==> src/bldc_ctrl_pkg.sv <==
// Package with constants and carrier types for the brushless motor commutation and protection logic.
package bldc_ctrl_pkg;

	// Logic clock period in nanoseconds.
	localparam int CLK_PERIOD_NS = 100;

	// Dead-time range limits as printed, in nanoseconds.
	localparam int DEAD_MIN_NS = 100;
	localparam int DEAD_MAX_NS = 5500;
	localparam int DEAD_MIN_CYC = (DEAD_MIN_NS + CLK_PERIOD_NS - 1) / CLK_PERIOD_NS;
	localparam int DEAD_MAX_CYC = DEAD_MAX_NS / CLK_PERIOD_NS;

	// Off-time range limits, in microseconds.
	localparam int OFF_MIN_US = 10;
	localparam int OFF_MAX_US = 50;
	localparam int OFF_MIN_CYC = (OFF_MIN_US * 1000 + CLK_PERIOD_NS - 1) / CLK_PERIOD_NS;
	localparam int OFF_MAX_CYC = (OFF_MAX_US * 1000) / CLK_PERIOD_NS;

	// Counter width for all interval timers.
	localparam int TMR_W = 12;

	// Reset values of the interval configurations, in cycles.
	localparam logic [TMR_W-1:0] DEAD_RST = 12'h00a;
	localparam logic [TMR_W-1:0] OFF_RST  = 12'h0c8;
	localparam logic [TMR_W-1:0] BLANK_RST = 12'h014;

	// Illegal hall codes.
	localparam logic [2:0] HALL_ALL_LOW  = 3'h0;
	localparam logic [2:0] HALL_ALL_HIGH = 3'h7;

	// Gate drive group: one bit per phase A, B, C (bit 0 is A).
	typedef struct packed {
		logic [2:0] high_gate_drive;
		logic [2:0] low_gate_drive;
	} gate_t;

	// Interval configuration, standing in for the external networks.
	typedef struct packed {
		logic [TMR_W-1:0] dead_cyc;
		logic [TMR_W-1:0] off_cyc;
		logic [TMR_W-1:0] blank_cyc;
	} timing_t;

	// Fault sources reported on the status port.
	typedef struct packed {
		logic hall_bad;
		logic undervolt;
		logic overtemp;
		logic short_gnd;
	} fault_t;

	// Chopping phase states.
	typedef enum logic [1:0] {
		CHOP_ON    = 2'b00,
		CHOP_OFF   = 2'b01
	} chop_t;

endpackage

==> src/bldc_commutation_protection_logic.sv <==
// Top level of the three-phase brushless motor commutation, chopping and protection logic.
// Functional notes
// - With rectification on, off-time switches on the transistors carrying decay current.
// - Dead-time gap between any gate turn-off and the next turn-on.
// - With rectification on, body diodes conduct only within the dead-time gap.
// - High side waits after bootstrap charge until charge current is low; no fault.
// - Selected high side may stay on indefinitely at full duty.
// - Hall code 000 or 111 raises fault and coasts the motor.
// - Undervoltage forces every gate low until the supply recovers.
// - Over-temperature raises fault and coasts; clears when indication drops.
// - Excess high-side drain-source voltage after turn-on raises short-to-ground fault.
// - Latched short-to-ground fault clears at each new commutation step.
// - Stalled short fault clears only by reset toggle or power-up.
// - Comparator trip clears source enable, high side off, off time starts.
// - Decay select and rectification choose the recirculation transistors.
// - Off time is a settable duration, about 10 to 50 microseconds.
// - At end of off time the selected high side turns back on.
// - Comparator ignored for a blanking interval after each turn-on from all high sides off.
// - Active-low brake turns on all low sides and off all high sides.
// - Reset input high overrides brake and coasts the motor.
// - Hall code and direction select the high and low phase pair.
// - Fault output for bad Hall, undervoltage, thermal or short to ground.
// - Short fault turns off high sides only and is the only latched fault.
// - Slow decay turns off only the high side; fast decay turns off both.
`timescale 1ns/1ps
`default_nettype none

module bldc_commutation_protection_logic #(
	parameter int TMR_W = bldc_ctrl_pkg::TMR_W
) (
	// Clock and reset.
	input  wire logic                   clk_i,
	input  wire logic                   rstn_i,
	// Motor commands from the host.
	input  wire logic [2:0]             hall_inputs_i,
	input  wire logic                   dir_i,
	input  wire logic                   pwm_i,
	input  wire logic                   decay_slow_i,
	input  wire logic                   sync_rectify_enable_i,
	input  wire logic                   brake_n_i,
	input  wire logic                   coast_reset_i,
	// Interval configuration.
	input  wire bldc_ctrl_pkg::timing_t timing_i,
	// Analog indications, already digital.
	input  wire logic                   current_trip_i,
	input  wire logic                   undervolt_i,
	input  wire logic                   overtemp_i,
	input  wire logic                   high_vds_over_i,
	input  wire logic                   boot_charge_busy_i,
	// Gate drives and status.
	output logic [2:0]                  high_gate_drive_o,
	output logic [2:0]                  low_gate_drive_o,
	output logic                        fault_o,
	output bldc_ctrl_pkg::fault_t       fault_src_o,
	output logic                        speed_pulse_out_o
);

	// Hall synchroniser: the first stage is read only by the second.
	logic [2:0] hall_s1_ff;
	logic [2:0] hall_s2_ff;
	logic [2:0] hall_ff;
	logic [2:0] nxt_hall_s1;
	logic [2:0] nxt_hall_s2;
	logic [2:0] nxt_hall;

	always_comb begin
		nxt_hall_s1 = hall_inputs_i;
		nxt_hall_s2 = hall_s1_ff;
		nxt_hall    = hall_s2_ff;
	end

	always_ff @(posedge clk_i or negedge rstn_i) begin
		if (!rstn_i) begin
			hall_s1_ff <= 3'h0;
			hall_s2_ff <= 3'h0;
			hall_ff    <= 3'h0;
		end else begin
			hall_s1_ff <= nxt_hall_s1;
			hall_s2_ff <= nxt_hall_s2;
			hall_ff    <= nxt_hall;
		end
	end

	// A commutation step is any change of the synchronised Hall code.
	logic step;
	assign step = (hall_s2_ff != hall_ff);

	// Decode of Hall code to one-hot high and low phase; forward direction table.
	function automatic logic [5:0] commutate(input logic [2:0] h, input logic d);
		logic [2:0] hi;
		logic [2:0] lo;
		hi = 3'h0;
		lo = 3'h0;
		case (h)
			3'h5: begin hi = 3'h1; lo = 3'h4; end
			3'h4: begin hi = 3'h2; lo = 3'h4; end
			3'h6: begin hi = 3'h2; lo = 3'h1; end
			3'h2: begin hi = 3'h4; lo = 3'h1; end
			3'h3: begin hi = 3'h4; lo = 3'h2; end
			3'h1: begin hi = 3'h1; lo = 3'h2; end
			default: begin hi = 3'h0; lo = 3'h0; end
		endcase
		// Reverse direction swaps the roles of the pair.
		return d ? {hi, lo} : {lo, hi};
	endfunction

	logic [2:0] sel_hi;
	logic [2:0] sel_lo;
	logic       hall_bad;
	assign {sel_hi, sel_lo} = commutate(hall_ff, dir_i);
	assign hall_bad = (hall_ff == bldc_ctrl_pkg::HALL_ALL_LOW) ||
		(hall_ff == bldc_ctrl_pkg::HALL_ALL_HIGH);

	// Chopping state, off-time counter and blanking counter.
	bldc_ctrl_pkg::chop_t chop_ff;
	bldc_ctrl_pkg::chop_t nxt_chop;
	logic [TMR_W-1:0]     off_cnt_ff;
	logic [TMR_W-1:0]     nxt_off_cnt;
	logic [TMR_W-1:0]     blank_cnt_ff;
	logic [TMR_W-1:0]     nxt_blank_cnt;
	logic                 hs_on_prev_ff;
	logic                 nxt_hs_on_prev;
	logic                 hs_on_now;
	logic                 hs_rise;

	// The high side counts as on when the gate actually reaches the bridge.
	assign hs_on_now = |high_gate_drive_o;
	assign hs_rise   = hs_on_now & ~hs_on_prev_ff;

	// Fixed off-time chopper; the comparator only acts once blanking has run out.
	always_comb begin
		nxt_chop       = chop_ff;
		nxt_off_cnt    = off_cnt_ff;
		nxt_blank_cnt  = blank_cnt_ff;
		nxt_hs_on_prev = hs_on_now;
		if (hs_rise) begin
			nxt_blank_cnt = timing_i.blank_cyc;
		end else if (blank_cnt_ff != '0) begin
			nxt_blank_cnt = blank_cnt_ff - 1'b1;
		end
		case (chop_ff)
			bldc_ctrl_pkg::CHOP_ON: begin
				if (current_trip_i && blank_cnt_ff == '0 && !hs_rise && hs_on_now) begin
					nxt_chop    = bldc_ctrl_pkg::CHOP_OFF;
					nxt_off_cnt = timing_i.off_cyc;
				end
			end
			bldc_ctrl_pkg::CHOP_OFF: begin
				if (off_cnt_ff <= {{(TMR_W-1){1'b0}}, 1'b1}) begin
					nxt_chop    = bldc_ctrl_pkg::CHOP_ON;
					nxt_off_cnt = '0;
				end else begin
					nxt_off_cnt = off_cnt_ff - 1'b1;
				end
			end
			default: begin
				nxt_chop    = bldc_ctrl_pkg::CHOP_ON;
				nxt_off_cnt = '0;
			end
		endcase
	end

	always_ff @(posedge clk_i or negedge rstn_i) begin
		if (!rstn_i) begin
			chop_ff       <= bldc_ctrl_pkg::CHOP_ON;
			off_cnt_ff    <= '0;
			blank_cnt_ff  <= '0;
			hs_on_prev_ff <= 1'b0;
		end else begin
			chop_ff       <= nxt_chop;
			off_cnt_ff    <= nxt_off_cnt;
			blank_cnt_ff  <= nxt_blank_cnt;
			hs_on_prev_ff <= nxt_hs_on_prev;
		end
	end

	// Short-to-ground latch: set after a high side is on and its drain-source voltage is high.
	// Set wins over the step clear; coast_reset clears it, so a stalled motor recovers only that way.
	logic short_ff;
	logic nxt_short;
	logic short_set;
	assign short_set = hs_on_prev_ff & hs_on_now & high_vds_over_i;

	always_comb begin
		nxt_short = short_ff;
		if (short_set) begin
			nxt_short = 1'b1;
		end else if (coast_reset_i) begin
			nxt_short = 1'b0;
		end else if (step) begin
			nxt_short = 1'b0;
		end
	end

	always_ff @(posedge clk_i or negedge rstn_i) begin
		if (!rstn_i) begin
			short_ff <= 1'b0;
		end else begin
			short_ff <= nxt_short;
		end
	end

	// Requested gates before dead time; priorities: coast causes, brake, short fault, normal run.
	logic                 coast;
	logic                 pwm_off;
	bldc_ctrl_pkg::gate_t req;

	assign coast   = coast_reset_i | undervolt_i | overtemp_i | hall_bad;
	assign pwm_off = ~pwm_i | (chop_ff == bldc_ctrl_pkg::CHOP_OFF);

	always_comb begin
		req.high_gate_drive = 3'h0;
		req.low_gate_drive  = 3'h0;
		if (coast) begin
			req.high_gate_drive = 3'h0;
			req.low_gate_drive  = 3'h0;
		end else if (!brake_n_i) begin
			req.low_gate_drive  = 3'h7;
		end else if (!pwm_off) begin
			req.high_gate_drive = sel_hi;
			req.low_gate_drive  = sel_lo;
		end else begin
			// Decay path chosen by decay select and rectification.
			case ({decay_slow_i, sync_rectify_enable_i})
				2'b10: req.low_gate_drive = sel_lo;
				2'b11: req.low_gate_drive = sel_lo | sel_hi;
				2'b01: begin
					req.high_gate_drive = sel_lo;
					req.low_gate_drive  = sel_hi;
				end
				default: req.low_gate_drive = 3'h0;
			endcase
		end
		// Short fault drops high sides only; bootstrap charge defers high-side turn-on silently.
		if (short_ff) begin
			req.high_gate_drive = 3'h0;
		end
		if (boot_charge_busy_i) begin
			req.high_gate_drive = req.high_gate_drive & high_gate_drive_o;
		end
	end

	// Dead-time insertion on every leg.
	logic [2:0] dt_hi;
	logic [2:0] dt_lo;

	gate_dead_time #(
		.TMR_W(TMR_W)
	) u_dead (
		.clk_i            (clk_i),
		.rstn_i           (rstn_i),
		.req_i            (req),
		.dead_cyc_i       (timing_i.dead_cyc),
		.high_gate_drive_o(dt_hi),
		.low_gate_drive_o (dt_lo)
	);

	// Undervoltage also gates the outputs directly so no stale gate survives a supply dip.
	assign high_gate_drive_o = undervolt_i ? 3'h0 : dt_hi;
	assign low_gate_drive_o  = undervolt_i ? 3'h0 : dt_lo;

	// Fault flags and speed pulse, registered.
	bldc_ctrl_pkg::fault_t fsrc_ff;
	bldc_ctrl_pkg::fault_t nxt_fsrc;
	logic                  fault_ff;
	logic                  nxt_fault;
	logic                  speed_pulse_out_ff;
	logic                  nxt_speed_pulse_out;

	always_comb begin
		nxt_fsrc.hall_bad  = hall_bad;
		nxt_fsrc.undervolt = undervolt_i;
		nxt_fsrc.overtemp  = overtemp_i;
		nxt_fsrc.short_gnd = nxt_short;
		nxt_fault = hall_bad | undervolt_i | overtemp_i | nxt_short;
		nxt_speed_pulse_out  = step;
	end

	always_ff @(posedge clk_i or negedge rstn_i) begin
		if (!rstn_i) begin
			fsrc_ff  <= '0;
			fault_ff <= 1'b0;
			speed_pulse_out_ff  <= 1'b0;
		end else begin
			fsrc_ff  <= nxt_fsrc;
			fault_ff <= nxt_fault;
			speed_pulse_out_ff  <= nxt_speed_pulse_out;
		end
	end

	assign fault_o           = fault_ff;
	assign fault_src_o       = fsrc_ff;
	assign speed_pulse_out_o = speed_pulse_out_ff;

endmodule
`default_nettype wire

==> src/gate_dead_time.sv <==
// Per-gate dead-time inserter: delays each turn-on until all gates of its leg have been off long enough.
`timescale 1ns/1ps
`default_nettype none

module gate_dead_time #(
	parameter int TMR_W = bldc_ctrl_pkg::TMR_W
) (
	// Clock and reset.
	input  wire logic                 clk_i,
	input  wire logic                 rstn_i,
	// Requested gates and dead-time length.
	input  wire bldc_ctrl_pkg::gate_t req_i,
	input  wire logic [TMR_W-1:0]     dead_cyc_i,
	// Gates as driven to the bridge.
	output logic [2:0]                high_gate_drive_o,
	output logic [2:0]                low_gate_drive_o
);

	logic [2:0]       hi_ff;
	logic [2:0]       lo_ff;
	logic [2:0]       nxt_hi;
	logic [2:0]       nxt_lo;
	logic [TMR_W-1:0] cnt_ff [3];
	logic [TMR_W-1:0] nxt_cnt [3];

	// Each leg has its own counter, restarted whenever any gate of the leg is off-to-idle.
	// Turn-off is immediate; turn-on waits for the counter so both switches never overlap.
	always_comb begin
		for (int i = 0; i < 3; i++) begin
			nxt_hi[i] = req_i.high_gate_drive[i] & hi_ff[i];
			nxt_lo[i] = req_i.low_gate_drive[i] & lo_ff[i];
			nxt_cnt[i] = cnt_ff[i];
			if (nxt_hi[i] == hi_ff[i] && nxt_lo[i] == lo_ff[i] && (hi_ff[i] | lo_ff[i])) begin
				nxt_cnt[i] = '0;
			end else if (hi_ff[i] != nxt_hi[i] || lo_ff[i] != nxt_lo[i]) begin
				nxt_cnt[i] = '0;
			end else if (cnt_ff[i] < dead_cyc_i) begin
				nxt_cnt[i] = cnt_ff[i] + 1'b1;
			end else if (req_i.high_gate_drive[i] & ~req_i.low_gate_drive[i]) begin
				nxt_hi[i] = 1'b1;
			end else if (req_i.low_gate_drive[i] & ~req_i.high_gate_drive[i]) begin
				nxt_lo[i] = 1'b1;
			end
		end
	end

	// Registers for gates and counters.
	always_ff @(posedge clk_i or negedge rstn_i) begin
		if (!rstn_i) begin
			hi_ff <= 3'h0;
			lo_ff <= 3'h0;
			for (int i = 0; i < 3; i++) begin
				cnt_ff[i] <= '0;
			end
		end else begin
			hi_ff <= nxt_hi;
			lo_ff <= nxt_lo;
			for (int i = 0; i < 3; i++) begin
				cnt_ff[i] <= nxt_cnt[i];
			end
		end
	end

	assign high_gate_drive_o = hi_ff;
	assign low_gate_drive_o  = lo_ff;

endmodule
`default_nettype wire

==> config.mk <==
export PLATFORM = sky130hd
export DESIGN_NAME = bldc_commutation_protection_logic
export DESIGN_NICKNAME = d
export VERILOG_FILES = /design/src/bldc_ctrl_pkg.sv /design/src/bldc_commutation_protection_logic.sv /design/src/gate_dead_time.sv
export SDC_FILE = /design/constraint.sdc
export NUM_CORES = 1
export LEC_CHECK = 0
export ABC_AREA = 1
export BUFFER_PORTS_ARGS = -buffer_cell sky130_fd_sc_hd__buf_2
export CAP_MARGIN = 20
export CORE_MARGIN = 2
export CORE_UTILIZATION = 45
export CTS_CLUSTER_DIAMETER = 50
export DETAILED_ROUTE_END_ITERATION = 8
export GPL_TIMING_DRIVEN = 0
export SLEW_MARGIN = 0
export SYNTH_ARGS = -nofsm -noshare
export SYNTH_HDL_FRONTEND = slang
export SYNTH_SLANG_ARGS = --single-unit
==> constraint.sdc <==
create_clock -name clk_i -period 2.05 [get_ports clk_i]
set_input_delay 0.41 -clock clk_i [delete_from_list [all_inputs] [get_ports clk_i]]
set_output_delay 0.41 -clock clk_i [all_outputs]
set_load 0.05 [all_outputs]
==> flow_summary.yaml <==
outcome:
  run_status: "completed"
floorplanning:
  fp.dieArea_mm2: 0.01398
  core_region_area_mm2: 0.01267
  fp-row-count: 41
  die_width_um: 118.2
  io_pins: 64
  die_h_um: 118.2
  floorplan.initialDensity: 0.4634
sta:
  tightest_slew_ns: 0.6436
  post-route-period-util: 0.9305
  slew_headroom: 0.5693
  fin_hold_ws_ns: 0.01979
  achievable-frequency_mhz: 524.3
  clock-skew-final_ns: 0.009278
  finalSetupViolCount: 0
  maxSlewViolCount: 0
  final.min_clock_period_ns: 1.907
  hold_violation_total_from_the_final_report: 0
  fin_tns_setup_ns: 0
  setup_repair_after_global_routing_missed_its_margin: "yes"
synth:
  syn-instance-count: 870
  ys_ff_latch: 83
  synth_seq_area_share: 0.3537
  ys_warn_count: 0
  yosys_top_cell_area_share: 0.3537
  post_synth_main_area_contributors: "dfrtp_1 35%, nand2_1 18%, inv_1 8.7%, ha_1 8.3%, nand3_1 7.4%"
  syn-mean-instance-area_um2: 6.749
  yosysTopAreaCell: "dfrtp_1"
  mappedNetlistArea_mm2: 0.005872
  post_synth_net_total: 961
  synth_cell_types: 32
global_routing:
  global_route_wire_length_before_repair_um: 24650
  grt_pass1_vias: 5255
  largest_net_degree_at_the_start_of_global_routing: 49
  globalRoute.totalOverflow: 0
  global_route.usage.total: 0.2163
  grt_antenna_before_repair: 0
route:
  final_antenna_net_count: 0
  drc_errors: 0
  route.detailed.vias_per_inst: 4.954
  detail_route.iter0.violations: 258
  vias: 5568
  drt_pre_antenna_iters: 8
  avgRoutedWirePerCell_um: 12.73
  routed_wirelength_um: 14310
cts:
  insertion_delay_ns: 0.35
  tritoncts.num_buffers: 9
  cts.clk_slew.worst_paths_ns: 0.06
  cts_root_buffer: "clkbuf_16"
  cts_buffer_depth: 2
  cts_tree: "yes"
  numClockSinks: 83
  post_cts_hold_buffer_count: 0
  cts.htree.levels: 3
critical_path:
  worstPathRequired_ns: 2.28
  worst_ep_arrival_time_ns: 2.14
  crit_fanout: 8
  crit_path_start_kind: "flop"
  nature_of_the_critical_path_endpoint: "flop"
  critical_path_class: "flop to flop"
job:
  maximum_capacitance_violations: 0
pwr:
  leakagePower_nw: 3.802
  ir_worst_vdd_mv: 0.5554
  power_density_mw_per_mm2: 936.4
place:
  dp_hpwl_um: 10790
  gp_congestion: 0.8705
  portBuffers: 63
  dp.cells: 1106
final_layout:
  fin_cells: 1124
  post_route_cells_drive_above_1_share: 0.1229
  flow.area_growth_from_synthesis_pct: 16.26
  insertedDiodeCount: 0
  nets: 1038
hold_path:
  worstHoldPathType: "input port to async pin"
-- cell families after synthesis --
family / after synthesis / synth area share
AO/OA/AOI/OAI: 70 / 0.06265
XOR/XNOR: 17 / 0.02536
adder cells (fa/ha/maj): 39 / 0.08310
buffers and inverters: 158 / 0.1068
flip-flops: 83 / 0.3537
multiplexers: 1 / 0.001705
AND/OR/NAND/NOR: 502 / 0.3667
-- metrics by stage --
stage,util,power [mW],worst slack [ns],area (µm²)
6_report,0.5388,6.392,0.1425,6827
5_1_grt,0.5388,6.955,-0.03461,6827
4_1_cts,0.5341,6.418,0.06518,6768
3_5_place_dp,0.5077,4.578,-0.2106,6432
3_3_place_gp,0.5053,4.475,-0.2112,6402
2_1_floorplan,-,4.007,0.2975,5872
-- sequential cells by signal (all words and copies together), names as in the netlist, 3 cells and up --
register and cells:
blank_cnt_ff 12, off_cnt_ff 12, fault_src_o 4, u_dead.high_gate_drive_o 3
u_dead.cnt_ff 36, hall_ff 3, u_dead.low_gate_drive_o 3, hall_s1_ff 3
hall_s2_ff 3
-- routing by layer --
metal  vias up  GRT usage  part of all wire
met5         -          0                 0
met4         0    0.08283             0.016
met3        18    0.03861             0.050
met2       121     0.3522              0.47
met1      2524     0.2857              0.46
li1       2905          -                 -
-- Yosys cell counts --
cell      count
buf_1         1
nand3_4       1
nor2_4        1
o21bai_1      5
dfrtp_1      83
nor2_8        1
or2_2         1
nor2_2        1
a21oi_1      27
nor4_1        2
o21ai_0      35
nor3_1        8
inv_4         1
nor2_1       91
buf_4         1
nand2_1     280
mux2i_1       1
nand3b_4      1
nand3_1      87
inv_1       136
buf_6         2
nand4_1      21
inv_2         2
ha_1         39
o31ai_1       1
a31oi_1       2
buf_2        10
xnor2_1       8
nand3b_1      5
xor2_1        9
clkbuf_1      5
nand2_4       2
-- path summary, 6_finish.rpt --
path / from / end / slack, ns / cells after the start
setup / recovery: u_dead.cnt_ff[8]$_DFFE_PN0P_ / u_dead.cnt_ff[9]$_DFFE_PN0P_ / 0.14 / 10
hold / removal: rstn_i / off_cnt_ff[2]$_DFFE_PN0P_ / 0.02 / 1
setup reg to reg: u_dead.cnt_ff[8]$_DFFE_PN0P_ / u_dead.cnt_ff[9]$_DFFE_PN0P_ / 0.14 / 10
hold reg to reg: hall_s1_ff[0]$_DFF_PN0_ / hall_s2_ff[0]$_DFF_PN0_ / 0.35 / 0
max in group asynchronous: rstn_i / u_dead.cnt_ff[1]$_DFFE_PN0P_ / 1.40 / 2
min in group clk_i: hall_inputs_i[2] / hall_s1_ff[2]$_DFF_PN0_ / 0.17 / 1
-- repair_timing --
action,CTS,global route
pin swaps,0,1
endpoints found under the hold margin,0,0
setup endpoints to repair,3,47
gates resized for setup,2,16
buffers inserted,0,3
-- layout by cell type (no fill, tap or decap), types with 2 or more instances in the layout --
cell and count:
nor3_1 8, clkbuf_16 9, nor4_1 2, buf_6 2, buf_4 5, clkbuf_4 3
o21bai_1 5, clkbuf_8 2, buf_2 70, xor2_1 9, clkbuf_1 4, nor2_1 89
nand3_1 87, a21oi_2 2, inv_2 3, inv_1 135, nand2_1 277, bufinv_16 2
xnor2_1 8, nand2_2 2, a21oi_1 24, ha_1 39, a31oi_1 2, nor2_2 3
nand3b_1 5, o21ai_0 35, dfrtp_1 82, nand2_4 3, nand4_1 21
-- worst max-delay path, stage by stage, from the launching register on --
cell	delay [ns]
dfrtp_1	0.46
ha_1	0.31
nand2_1	0.06
nor2_2	0.16
inv_1	0.06
nor2_1	0.16
nand2_2	0.13
nand2_4	0.13
nand2_1	0.14
nand2_1	0.12
o21ai_0	0.08
-- power breakdown --
part	internal, mW	switching (mW)
Combinational	0.862	1.28
Sequential	2.01	0.442
Clock	1.13	0.661
-- area by class of cell --
type / count / area, µm²
Buffer: 18 / 107.6
Sequential cell: 83 / 2078
Tap cell: 172 / 215.2
Multi-Input combinational cell: 629 / 3204
Clock inverter: 4 / 72.57
Fill cell: 1269 / 5844
Clock buffer: 12 / 256.5
Inverter: 139 / 524.3
Timing Repair Buffer: 67 / 367.9
Note: power is estimated with default switching activity, not from simulation.
